File: src/ast_pkg.sv
// Package: constants and types for the async serial transmitter block
//
// Overview of operation
// - Character length 8 or 9 bits; ninth bit comes from tx_ninth_bit.
// - Each data frame gets one start bit and one stop bit.
// - Buffer-to-shifter transfer sets tx_buffer_empty_flag.
// - Next transfer happens 9/16 bit time into previous stop bit.
// - Divisor zero stops baud ticks; high divisor applies on low write.
// - tx_buffer_empty_flag reads set after reset.
// - Software writes only when empty; device sends only after clear.
// - Enable rising edge queues preamble of 10 or 11 ones first.
// - Start bit 0 in LSB, stop bit 1 in bit 9 (8-bit) or MSB (9-bit) of shifter.
// - Optional odd or even parity replaces the top data bit.
// - Empty flag with tx_irq_on raises transmitter interrupt request.
// - Serial output idles at 1 outside frames.
// - Clearing enable mid frame still finishes that frame.
// - Enable toggled during frame queues one idle character.
// - While break_send, load all-zero break characters of set length.
// - After break_send clears, finish break then send ones.
// - Received break sets framing and full flags, clears data.
// - Idle character or preamble is all ones of set length.
// - Enable clear and shifter idle releases the serial pin.
// - Receiver takes 8 or 9 bits; ninth bit kept in rx_ninth_bit.
// - 13-bit divisor makes baud clock; bit rate is that over 16.
package ast_pkg;
   localparam int DIV_W = 13;
   localparam int DIVH_W = 5;
   localparam int FRM_W = 11;
   localparam logic [2:0] ADR_DIV_HI = 3'h0;
   localparam logic [2:0] ADR_DIV_LO = 3'h1;
   localparam logic [2:0] ADR_CR1 = 3'h2;
   localparam logic [2:0] ADR_CR2 = 3'h3;
   localparam logic [2:0] ADR_SR1 = 3'h4;
   localparam logic [2:0] ADR_DRH = 3'h5;
   localparam logic [2:0] ADR_DRL = 3'h6;
   localparam int CR1_M = 4;
   localparam int CR1_PEN = 1;
   localparam int CR1_ODD = 0;
   localparam int CR2_TIE = 7;
   localparam int CR2_TE = 3;
   localparam int CR2_RE = 2;
   localparam int CR2_SBK = 0;
   localparam int SR1_TX_BUFFER_EMPTY_FLAG = 7;
   localparam int SR1_TC = 6;
   localparam int SR1_RX_FULL_FLAG = 5;
   localparam int SR1_FE = 1;
   localparam int DRH_R8 = 7;
   localparam int DRH_T8 = 6;
   localparam logic [7:0] REG_RST = 8'h00;
   localparam logic [DIV_W-1:0] DIV_RST = 13'h0000;
   localparam logic [3:0] LEN8 = 4'ha;
   localparam logic [3:0] LEN9 = 4'hb;
   localparam logic [3:0] LAST_BIT = 4'h1;
   localparam logic [3:0] PH_XFER = 4'h9;
   localparam logic [3:0] PH_LAST = 4'hf;
   localparam logic [3:0] RX_SMP = 4'h8;
   localparam logic [3:0] RX_STOP8 = 4'h9;
   localparam logic [3:0] RX_STOP9 = 4'ha;
   typedef enum logic [1:0] {
      K_IDLE = 2'b00,
      K_DATA = 2'b01,
      K_BRK  = 2'b10
   } ast_kind_type;
   typedef struct packed {
      ast_kind_type     kind;
      logic [3:0]       len;
      logic [FRM_W-1:0] bits;
   } ast_frame_type;
   typedef enum logic {
      RX_IDLE = 1'b0,
      RX_BITS = 1'b1
   } ast_rx_state_type;
endpackage

File: src/ast_serial_top.sv
// Module: async serial transmitter with break-aware receiver and regs
module ast_serial_top
   import ast_pkg::*;
(
   input  wire logic       I_CORE_CLK,
   input  wire logic       I_RST,
   input  wire logic [2:0] I_ADDR,
   input  wire logic [7:0] I_WDATA,
   input  wire logic       I_WR,
   input  wire logic       I_RD,
   input  wire logic       I_RXD,
   output logic      [7:0] O_RDATA,
   output logic            O_TXD,
   output logic            O_TXD_OE,
   output logic            O_TX_IRQ
);
   logic [DIV_W-1:0]  div_ff;
   logic [DIVH_W-1:0] div_hi_pend_ff;
   logic [7:0]        cr1_ff;
   logic [7:0]        cr2_ff;
   logic [7:0]        buf_lo_ff;
   logic              tx_ninth_bit_ff;
   logic [DIV_W-1:0]  rt_cnt_ff;
   logic              rt_tick_ff;
   logic              tx_buffer_empty_flag_ff;
   logic              tx_on_q_ff;
   logic              pre_pend_ff;
   logic              was_brk_ff;
   logic              busy_ff;
   logic [FRM_W-1:0]  shift_ff;
   logic [3:0]        bits_left_ff;
   logic [3:0]        phase_ff;
   ast_frame_type     nxt_frame_ff;
   logic              nxt_valid_ff;
   ast_frame_type     cand;
   logic              cand_ok;
   logic              xfer_pt;
   logic              end_pt;
   logic              decide_now;
   logic              start_now;
   logic              par8;
   logic              par9;
   logic              tx_on;
   logic              break_send;
   logic              m9;
   ast_rx_state_type  rx_state_ff;
   logic [3:0]        rx_phase_ff;
   logic [3:0]        rx_cnt_ff;
   logic [8:0]        rx_shift_ff;
   logic [7:0]        rx_data_ff;
   logic              rx_ninth_bit_ff;
   logic              rx_full_flag_ff;
   logic              framing_err_flag_ff;
   logic              rxd_prev_ff;
   logic              rx_fin;
   logic              rx_brk;
   logic [3:0]        rx_stop;
   logic              rd_drl;
   logic [7:0]        rd_val;

   assign m9 = cr1_ff[CR1_M];
   assign tx_on = cr2_ff[CR2_TE];
   assign break_send = cr2_ff[CR2_SBK];
   assign rd_drl = I_RD && (I_ADDR == ADR_DRL);

   // Configuration writes; high divisor waits for low half
   always_ff @(posedge I_CORE_CLK or posedge I_RST) begin
      if (I_RST) begin
         div_ff <= DIV_RST;
         div_hi_pend_ff <= DIV_RST[DIV_W-1:8];
         cr1_ff <= REG_RST;
         cr2_ff <= REG_RST;
      end else if (I_WR) begin
         unique case (I_ADDR)
            ADR_DIV_HI: div_hi_pend_ff <= I_WDATA[DIVH_W-1:0];
            ADR_DIV_LO: div_ff <= {div_hi_pend_ff, I_WDATA};
            ADR_CR1:    cr1_ff <= I_WDATA;
            ADR_CR2:    cr2_ff <= I_WDATA;
            default:    ;
         endcase
      end
   end

   // Transmit buffer; ninth bit persists until rewritten
   always_ff @(posedge I_CORE_CLK or posedge I_RST) begin
      if (I_RST) begin
         buf_lo_ff <= REG_RST;
         tx_ninth_bit_ff <= 1'b0;
      end else if (I_WR) begin
         if (I_ADDR == ADR_DRL) begin
            buf_lo_ff <= I_WDATA;
         end
         if (I_ADDR == ADR_DRH) begin
            tx_ninth_bit_ff <= I_WDATA[DRH_T8];
         end
      end
   end

   // Baud counter gives the 16x tick; zero divisor holds it still
   always_ff @(posedge I_CORE_CLK or posedge I_RST) begin
      if (I_RST) begin
         rt_cnt_ff <= DIV_RST;
         rt_tick_ff <= 1'b0;
      end else if (div_ff == DIV_RST) begin
         rt_cnt_ff <= DIV_RST;
         rt_tick_ff <= 1'b0;
      end else if (rt_cnt_ff >= div_ff - 13'h0001) begin
         rt_cnt_ff <= DIV_RST;
         rt_tick_ff <= 1'b1;
      end else begin
         rt_cnt_ff <= rt_cnt_ff + 13'h0001;
         rt_tick_ff <= 1'b0;
      end
   end

   // Parity over the data bits below the one it replaces
   assign par8 = (^buf_lo_ff[6:0]) ^ cr1_ff[CR1_ODD];
   assign par9 = (^buf_lo_ff) ^ cr1_ff[CR1_ODD];

   // Pick what the shifter loads next, preamble first
   always_comb begin
      cand.kind = K_IDLE;
      cand.len = m9 ? LEN9 : LEN8;
      cand.bits = '1;
      cand_ok = 1'b0;
      if (pre_pend_ff && tx_on) begin
         cand_ok = 1'b1;
      end else if (break_send && tx_on) begin
         cand.kind = K_BRK;
         cand.bits = '0;
         cand_ok = 1'b1;
      end else if (was_brk_ff) begin
         cand_ok = 1'b1;
      end else if (!tx_buffer_empty_flag_ff && tx_on) begin
         cand.kind = K_DATA;
         cand_ok = 1'b1;
         if (m9) begin
            cand.bits = {1'b1, cr1_ff[CR1_PEN] ? par9 : tx_ninth_bit_ff,
                         buf_lo_ff, 1'b0};
         end else begin
            cand.bits = {2'b11, cr1_ff[CR1_PEN] ? par8 : buf_lo_ff[7],
                         buf_lo_ff[6:0], 1'b0};
         end
      end
   end

   // Transfer point sits 9/16 into the stop bit of a running frame
   assign xfer_pt = busy_ff && (bits_left_ff == LAST_BIT)
                    && (phase_ff == PH_XFER);
   assign end_pt = rt_tick_ff && busy_ff && (phase_ff == PH_LAST);
   assign decide_now = rt_tick_ff && cand_ok && !nxt_valid_ff
                       && (!busy_ff || xfer_pt);
   // A queued frame waits for the end of the current stop bit
   assign start_now = nxt_valid_ff && (!busy_ff
                      || (end_pt && (bits_left_ff == LAST_BIT)));

   // Holding stage between decision and shifter load
   always_ff @(posedge I_CORE_CLK or posedge I_RST) begin
      if (I_RST) begin
         nxt_frame_ff <= '0;
         nxt_valid_ff <= 1'b0;
      end else if (decide_now) begin
         nxt_frame_ff <= cand;
         nxt_valid_ff <= 1'b1;
      end else if (start_now) begin
         nxt_valid_ff <= 1'b0;
      end
   end

   // Shifter; LSB first, one bit per 16 ticks, refills with ones
   always_ff @(posedge I_CORE_CLK or posedge I_RST) begin
      if (I_RST) begin
         busy_ff <= 1'b0;
         shift_ff <= '1;
         bits_left_ff <= 4'h0;
         phase_ff <= 4'h0;
      end else if (start_now) begin
         busy_ff <= 1'b1;
         shift_ff <= nxt_frame_ff.bits;
         bits_left_ff <= nxt_frame_ff.len;
         phase_ff <= 4'h0;
      end else if (rt_tick_ff && busy_ff) begin
         phase_ff <= phase_ff + 4'h1;
         if (phase_ff == PH_LAST) begin
            shift_ff <= {1'b1, shift_ff[FRM_W-1:1]};
            bits_left_ff <= bits_left_ff - 4'h1;
            if (bits_left_ff == LAST_BIT) begin
               busy_ff <= 1'b0;
            end
         end
      end
   end

   // Empty flag: set on data transfer, cleared by a low data write
   // A transfer in the same cycle as a write wins over the clear
   always_ff @(posedge I_CORE_CLK or posedge I_RST) begin
      if (I_RST) begin
         tx_buffer_empty_flag_ff <= 1'b1;
      end else if (decide_now && cand.kind == K_DATA) begin
         tx_buffer_empty_flag_ff <= 1'b1;
      end else if (I_WR && I_ADDR == ADR_DRL) begin
         tx_buffer_empty_flag_ff <= 1'b0;
      end
   end

   // Enable edge queues a preamble; break history forces a ones tail
   always_ff @(posedge I_CORE_CLK or posedge I_RST) begin
      if (I_RST) begin
         tx_on_q_ff <= 1'b0;
         pre_pend_ff <= 1'b0;
         was_brk_ff <= 1'b0;
      end else begin
         tx_on_q_ff <= tx_on;
         if (tx_on && !tx_on_q_ff) begin
            pre_pend_ff <= 1'b1;
         end else if (decide_now && cand.kind == K_IDLE) begin
            pre_pend_ff <= 1'b0;
         end
         if (decide_now) begin
            was_brk_ff <= (cand.kind == K_BRK);
         end
      end
   end

   // Pin drive; the enable drops once idle with enable clear
   always_ff @(posedge I_CORE_CLK or posedge I_RST) begin
      if (I_RST) begin
         O_TXD <= 1'b1;
         O_TXD_OE <= 1'b0;
         O_TX_IRQ <= 1'b0;
      end else begin
         O_TXD <= busy_ff ? shift_ff[0] : 1'b1;
         O_TXD_OE <= tx_on || busy_ff || nxt_valid_ff;
         O_TX_IRQ <= tx_buffer_empty_flag_ff && cr2_ff[CR2_TIE];
      end
   end

   // Receiver finish point and break
   assign rx_stop = m9 ? RX_STOP9 : RX_STOP8;
   assign rx_fin = rt_tick_ff && (rx_state_ff == RX_BITS)
                   && (rx_phase_ff == RX_SMP) && (rx_cnt_ff == rx_stop);
   assign rx_brk = !I_RXD && (m9 ? (rx_shift_ff == 9'h000)
                   : (rx_shift_ff[8:1] == 8'h00));

   // Receiver sampling at mid-bit; new start needs a falling edge
   always_ff @(posedge I_CORE_CLK or posedge I_RST) begin
      if (I_RST) begin
         rx_state_ff <= RX_IDLE;
         rx_phase_ff <= 4'h0;
         rx_cnt_ff <= 4'h0;
         rx_shift_ff <= 9'h000;
         rxd_prev_ff <= 1'b1;
      end else if (rt_tick_ff) begin
         rxd_prev_ff <= I_RXD;
         unique case (rx_state_ff)
            RX_IDLE: begin
               if (cr2_ff[CR2_RE] && rxd_prev_ff && !I_RXD) begin
                  rx_state_ff <= RX_BITS;
                  rx_phase_ff <= 4'h0;
                  rx_cnt_ff <= 4'h0;
               end
            end
            RX_BITS: begin
               rx_phase_ff <= rx_phase_ff + 4'h1;
               if (rx_phase_ff == RX_SMP) begin
                  rx_cnt_ff <= rx_cnt_ff + 4'h1;
                  if (rx_cnt_ff == 4'h0 && I_RXD) begin
                     rx_state_ff <= RX_IDLE; // False start
                  end else if (rx_cnt_ff == rx_stop) begin
                     rx_state_ff <= RX_IDLE;
                  end else if (rx_cnt_ff != 4'h0) begin
                     rx_shift_ff <= {I_RXD, rx_shift_ff[8:1]};
                  end
               end
            end
         endcase
      end
   end

   // Received data and ninth bit; a break clears both
   always_ff @(posedge I_CORE_CLK or posedge I_RST) begin
      if (I_RST) begin
         rx_data_ff <= REG_RST;
         rx_ninth_bit_ff <= 1'b0;
      end else if (rx_fin) begin
         if (rx_brk) begin
            rx_data_ff <= REG_RST;
            rx_ninth_bit_ff <= 1'b0;
         end else if (m9) begin
            rx_data_ff <= rx_shift_ff[7:0];
            rx_ninth_bit_ff <= rx_shift_ff[8];
         end else begin
            rx_data_ff <= rx_shift_ff[8:1];
            rx_ninth_bit_ff <= 1'b0;
         end
      end
   end

   // Receive flags; a new frame wins over the clearing read
   always_ff @(posedge I_CORE_CLK or posedge I_RST) begin
      if (I_RST) begin
         rx_full_flag_ff <= 1'b0;
         framing_err_flag_ff <= 1'b0;
      end else if (rx_fin) begin
         rx_full_flag_ff <= 1'b1;
         framing_err_flag_ff <= !I_RXD;
      end else if (rd_drl) begin
         rx_full_flag_ff <= 1'b0;
         framing_err_flag_ff <= 1'b0;
      end
   end

   // Read mux; unmapped address reads zero
   always_comb begin
      rd_val = REG_RST;
      unique case (I_ADDR)
         ADR_DIV_HI: rd_val[DIVH_W-1:0] = div_ff[DIV_W-1:8];
         ADR_DIV_LO: rd_val = div_ff[7:0];
         ADR_CR1:    rd_val = cr1_ff;
         ADR_CR2:    rd_val = cr2_ff;
         ADR_SR1: begin
            rd_val[SR1_TX_BUFFER_EMPTY_FLAG] = tx_buffer_empty_flag_ff;
            rd_val[SR1_TC] = !busy_ff && !nxt_valid_ff;
            rd_val[SR1_RX_FULL_FLAG] = rx_full_flag_ff;
            rd_val[SR1_FE] = framing_err_flag_ff;
         end
         ADR_DRH: begin
            rd_val[DRH_R8] = rx_ninth_bit_ff;
            rd_val[DRH_T8] = tx_ninth_bit_ff;
         end
         ADR_DRL:    rd_val = rx_data_ff;
         default:    rd_val = REG_RST;
      endcase
   end

   // Read data stands only in the cycle after the strobe
   always_ff @(posedge I_CORE_CLK or posedge I_RST) begin
      if (I_RST) begin
         O_RDATA <= REG_RST;
      end else begin
         O_RDATA <= I_RD ? rd_val : REG_RST;
      end
   end
endmodule

File: config.mk
export PLATFORM = sky130hd
export DESIGN_NAME = ast_serial_top
export DESIGN_NICKNAME = d
export VERILOG_FILES = /design/src/ast_pkg.sv /design/src/ast_serial_top.sv
export SDC_FILE = /design/constraint.sdc
export NUM_CORES = 1
export LEC_CHECK = 0
export ABC_AREA = 1
export BUFFER_PORTS_ARGS = -buffer_cell sky130_fd_sc_hd__buf_2
export CAP_MARGIN = 10
export CORE_AREA = 2 2 114 116
export CTS_CLUSTER_DIAMETER = 30
export DETAILED_ROUTE_END_ITERATION = 6
export DIE_AREA = 0 0 116 118
export HOLD_SLACK_MARGIN = 0.02
export PLACE_DENSITY = 0.71
export SYNTH_ARGS = -nofsm -noshare
export SYNTH_HDL_FRONTEND = slang
export SYNTH_SLANG_ARGS = --single-unit
File: constraint.sdc
create_clock -name I_CORE_CLK -period 9.4 [get_ports I_CORE_CLK]
set_input_delay 2.35 -clock I_CORE_CLK [delete_from_list [all_inputs] [get_ports I_CORE_CLK]]
set_output_delay 2.35 -clock I_CORE_CLK [all_outputs]
set_load 0.02 [all_outputs]
==> summary.md <==
| Metric | Value |
|---|---|
| Worst-Margin Slew | `0.938 ns` |
| Worst R2R Setup Slack | `6.36 ns` |
| Routed WL | `15.1 mm` |
| GPL Wtd Cong | `0.959` |
| Final WS setup | `5.28 ns` |
| Mapped Cells | `798` |
| Number of global-route vias before repair | `5170` |
| Most frequent cells in the layout | `nand2_1, dfrtp_1, o21ai_0` |
| P&R area growth vs syn | `11.7%` |
| Fill cells | `1112` |
| Pwr Density | `232 nW/um^2` |
| Maxcap violations | `0` |
| Worst Hold Depth | `1` |
| Min-delay src | `tx_on_q_ff$_DFF_PP0_` |
| Die Y | `118 um` |
| Synth cell types | `40` |
| Setup TNS | `0 ns` |
| Worst Hold Class | `reg -> reg` |
| Global-route wire length before repair | `25.4 mm` |
| Critical-path top delay cell | `nand3_1` |
| Hpwl dp | `10.9 mm` |
| Ant. Diodes | `0` |
| Io pins | `27` |
| CTS Buffer Depth | `2` |
| Sequential cell area | `3420 sq um` |
| RSZ-0062 raised after global routing | `false` |
| Largest net degree at the start of global routing | `79` |
| Synth Area per Inst | `8.39 sq um` |
| End of the worst hold path | `pre_pend_ff$_DFFE_PP0P_` |
| Top post-synthesis cells by area | `dfrtp_1, nand2_1, o21ai_0` |
| Root buffer cell | `clkbuf_16` |
| Hold Vio Cnt, Final | `0` |
| Status | `completed` |
| Seq cells post-synth | `136` |
| Final setup vio count | `0` |
| Clock Pin Slew Worst Setup and Hold Paths | `0.05 ns` |
| Kind of critical path | `in -> reg` |
| Clock sinks | `136` |
| Final critical-path share of the clock period | `43.8%` |
| Area of the multi-input gates | `2840 sq um` |
| Nets | `860` |
| Global route overflow | `0` |
| Residual DRC count | `0` |
| RR Endpoint | `rt_cnt_ff[5]$_DFF_PP0_` |
| Critical path endpoint category | `flip-flop` |
| Crit start category | `primary input` |
| Initial antenna violation count | `0` |
| Cell Area, Synth | `6700 sq um` |
| Achievable frequency | `243 MHz` |
| Reg2reg path depth | `13` |
| Seq/Total Area, Yosys | `51.1%` |
| Clock Skew | `0.00488 ns` |
| Arrival @ worst endpoint | `4.42 ns` |
| Commonest non-fill, non-tap cell in the layout | `nand2_1` |
| Worst-path maximum fanout | `26` |
| Initial DRC count | `372` |
| Port Buffers | `26` |
| Die area | `13700 sq um` |
| Max-slew headroom | `37.4%` |
| Core Region | `12400 sq um` |
| Post-CTS resize count | `0` |
| Vias per cell | `5.43` |
| Cells along the critical path | `buf_2, nor2_1, nand3_1, o21ai_0` |
| Row count | `41` |
| Fin. max-slew vios | `0` |
| Starting density of the core | `54.0%` |
| Setup slack at placement | `4.89 ns` |
| GRT Total Usage | `23.9%` |
| Cell taking the most area after synthesis | `dfrtp_1` |
| Syn Nets | `837` |
| CTS tree | `yes` |
| Clk_lat worst skew | `0.41 ns` |
| Max VDD drop | `0.155 mV` |
| Avg WL per Cell | `15.1 um` |
| Reg-to-Reg Start | `div_ff[0]$_DFFE_PP0P_` |
| Post-CTS Repair Setup Buffers | `0` |
| Die width | `116 um` |
| Top delay family on crit path | `simple AND/OR/NAND/NOR gates` |
| ANT nets after route | `0` |
| Vias | `5450` |
| Post-CTS Hold Fix Bufs | `0` |
| Share of layout cells above drive strength 1 | `10.1%` |
| CP peak stage delay | `0.79 ns` |
| First-pass DRT Iterations | `7` |
| Critical path required time | `9.70 ns` |
| Pleak | `3.68 nW` |
| Synth warn | `0` |
| Minimum clock period | `4.12 ns` |
| Yosys top cell area share | `45.6%` |
| Cts bufs inserted | `17` |
| CTS H-tree lvls | `4` |
| Buf+Inv Stages, Crit Path | `1` |
cell families (layout without fill, tap and decap cells):
| kind of cell | Yosys count | count (layout) | synth area share (%) |
|---|---|---|---|
| DFF | 136 | 136 | 51.1 |
| xor gates and xnor gates | 24 | 24 | 3.14 |
| buffers and inverters | 112 | 146 | 6.52 |
| and+or+nand+nor | 338 | 338 | 21.5 |
| adders and majority gates | 23 | 23 | 4.30 |
| AOI/OAI and AO/OA | 165 | 165 | 13.4 |
state kept, by name, indices dropped and copies added (netlist names), 9 cells and up:
register / count
div_ff: 13
nxt_frame_ff: 13
rx_shift_ff: 9
rt_cnt_ff: 13
shift_ff: 11
report_power, final:
| group | internal (mW) | switching (mW) |
|---|---|---|
| clock network | 0.368 | 0.225 |
| registers | 0.687 | 0.0939 |
| logic | 0.142 | 0.218 |
| total | 1.20 | 0.537 |
cell type report:
class | count | area share (%)
clock buffer | 27 | 6.86
clock inverter | 3 | 0.201
inverter | 89 | 4.52
multi-input combinational | 550 | 38.0
sequential | 136 | 45.7
tap | 172 | 2.88
timing repair buffer | 27 | 1.84
synth_stat cells (all sizes together):
| master | n |
|---|---|
| a211oi | 1 |
| a21o | 2 |
| a21oi | 36 |
| a22o | 1 |
| a311oi | 3 |
| a31o | 1 |
| a31oi | 6 |
| buf | 6 |
| clkbuf | 17 |
| clkinv | 3 |
| dfrtp | 122 |
| dfstp | 14 |
| ha | 23 |
| inv | 86 |
| nand2 | 181 |
| nand3 | 69 |
| nand4 | 10 |
| nor2 | 66 |
| nor3 | 7 |
| nor3b | 1 |
| nor4 | 1 |
| o211ai | 5 |
| o21ai | 100 |
| o221ai | 1 |
| o22ai | 5 |
| o31ai | 4 |
| or2 | 3 |
| xnor2 | 7 |
| xor2 | 17 |
per-stage QoR:
step                      util [%]  instances  hold slack [ns]  power, mW  area (sq um)
after floorplan                  -        798            0.400       1.04          6700
after global placement        56.0        974            0.409       1.12          6950
after detailed placement      56.0        974            0.426       1.15          6950
after CTS                     60.2       1004            0.433       1.74          7480
after global routing          60.2       1004            0.480       1.84          7480
final                         60.2       1004            0.430       1.73          7480
routing by layer:
layer	track usage [%]	share of wire (%)	routed length, um
met1	33.9	47	7130
met2	35.0	45	6800
met3	6.64	5.3	800
met4	9.08	2.6	394
met5	0	0	0
worst max path at each step:
| stage | startpoint | to | slack, ns | depth (start not counted) |
|---|---|---|---|---|
| final | I_ADDR[2] | div_ff[3]$_DFFE_PP0P_ | 5.28 | 4 |
| after CTS | I_ADDR[2] | div_ff[3]$_DFFE_PP0P_ | 5.30 | 4 |
| after global routing | I_ADDR[2] | div_ff[0]$_DFFE_PP0P_ | 4.94 | 4 |
| after floorplan | I_RST | O_RDATA[0]$_DFF_PP0_ | 3.43 | 1 |
| after global placement | I_ADDR[2] | div_ff[8]$_DFFE_PP0P_ | 5.09 | 5 |
| after detailed placement | I_ADDR[2] | div_ff[3]$_DFFE_PP0P_ | 4.89 | 4 |
(Power assumes the default switching activity.)
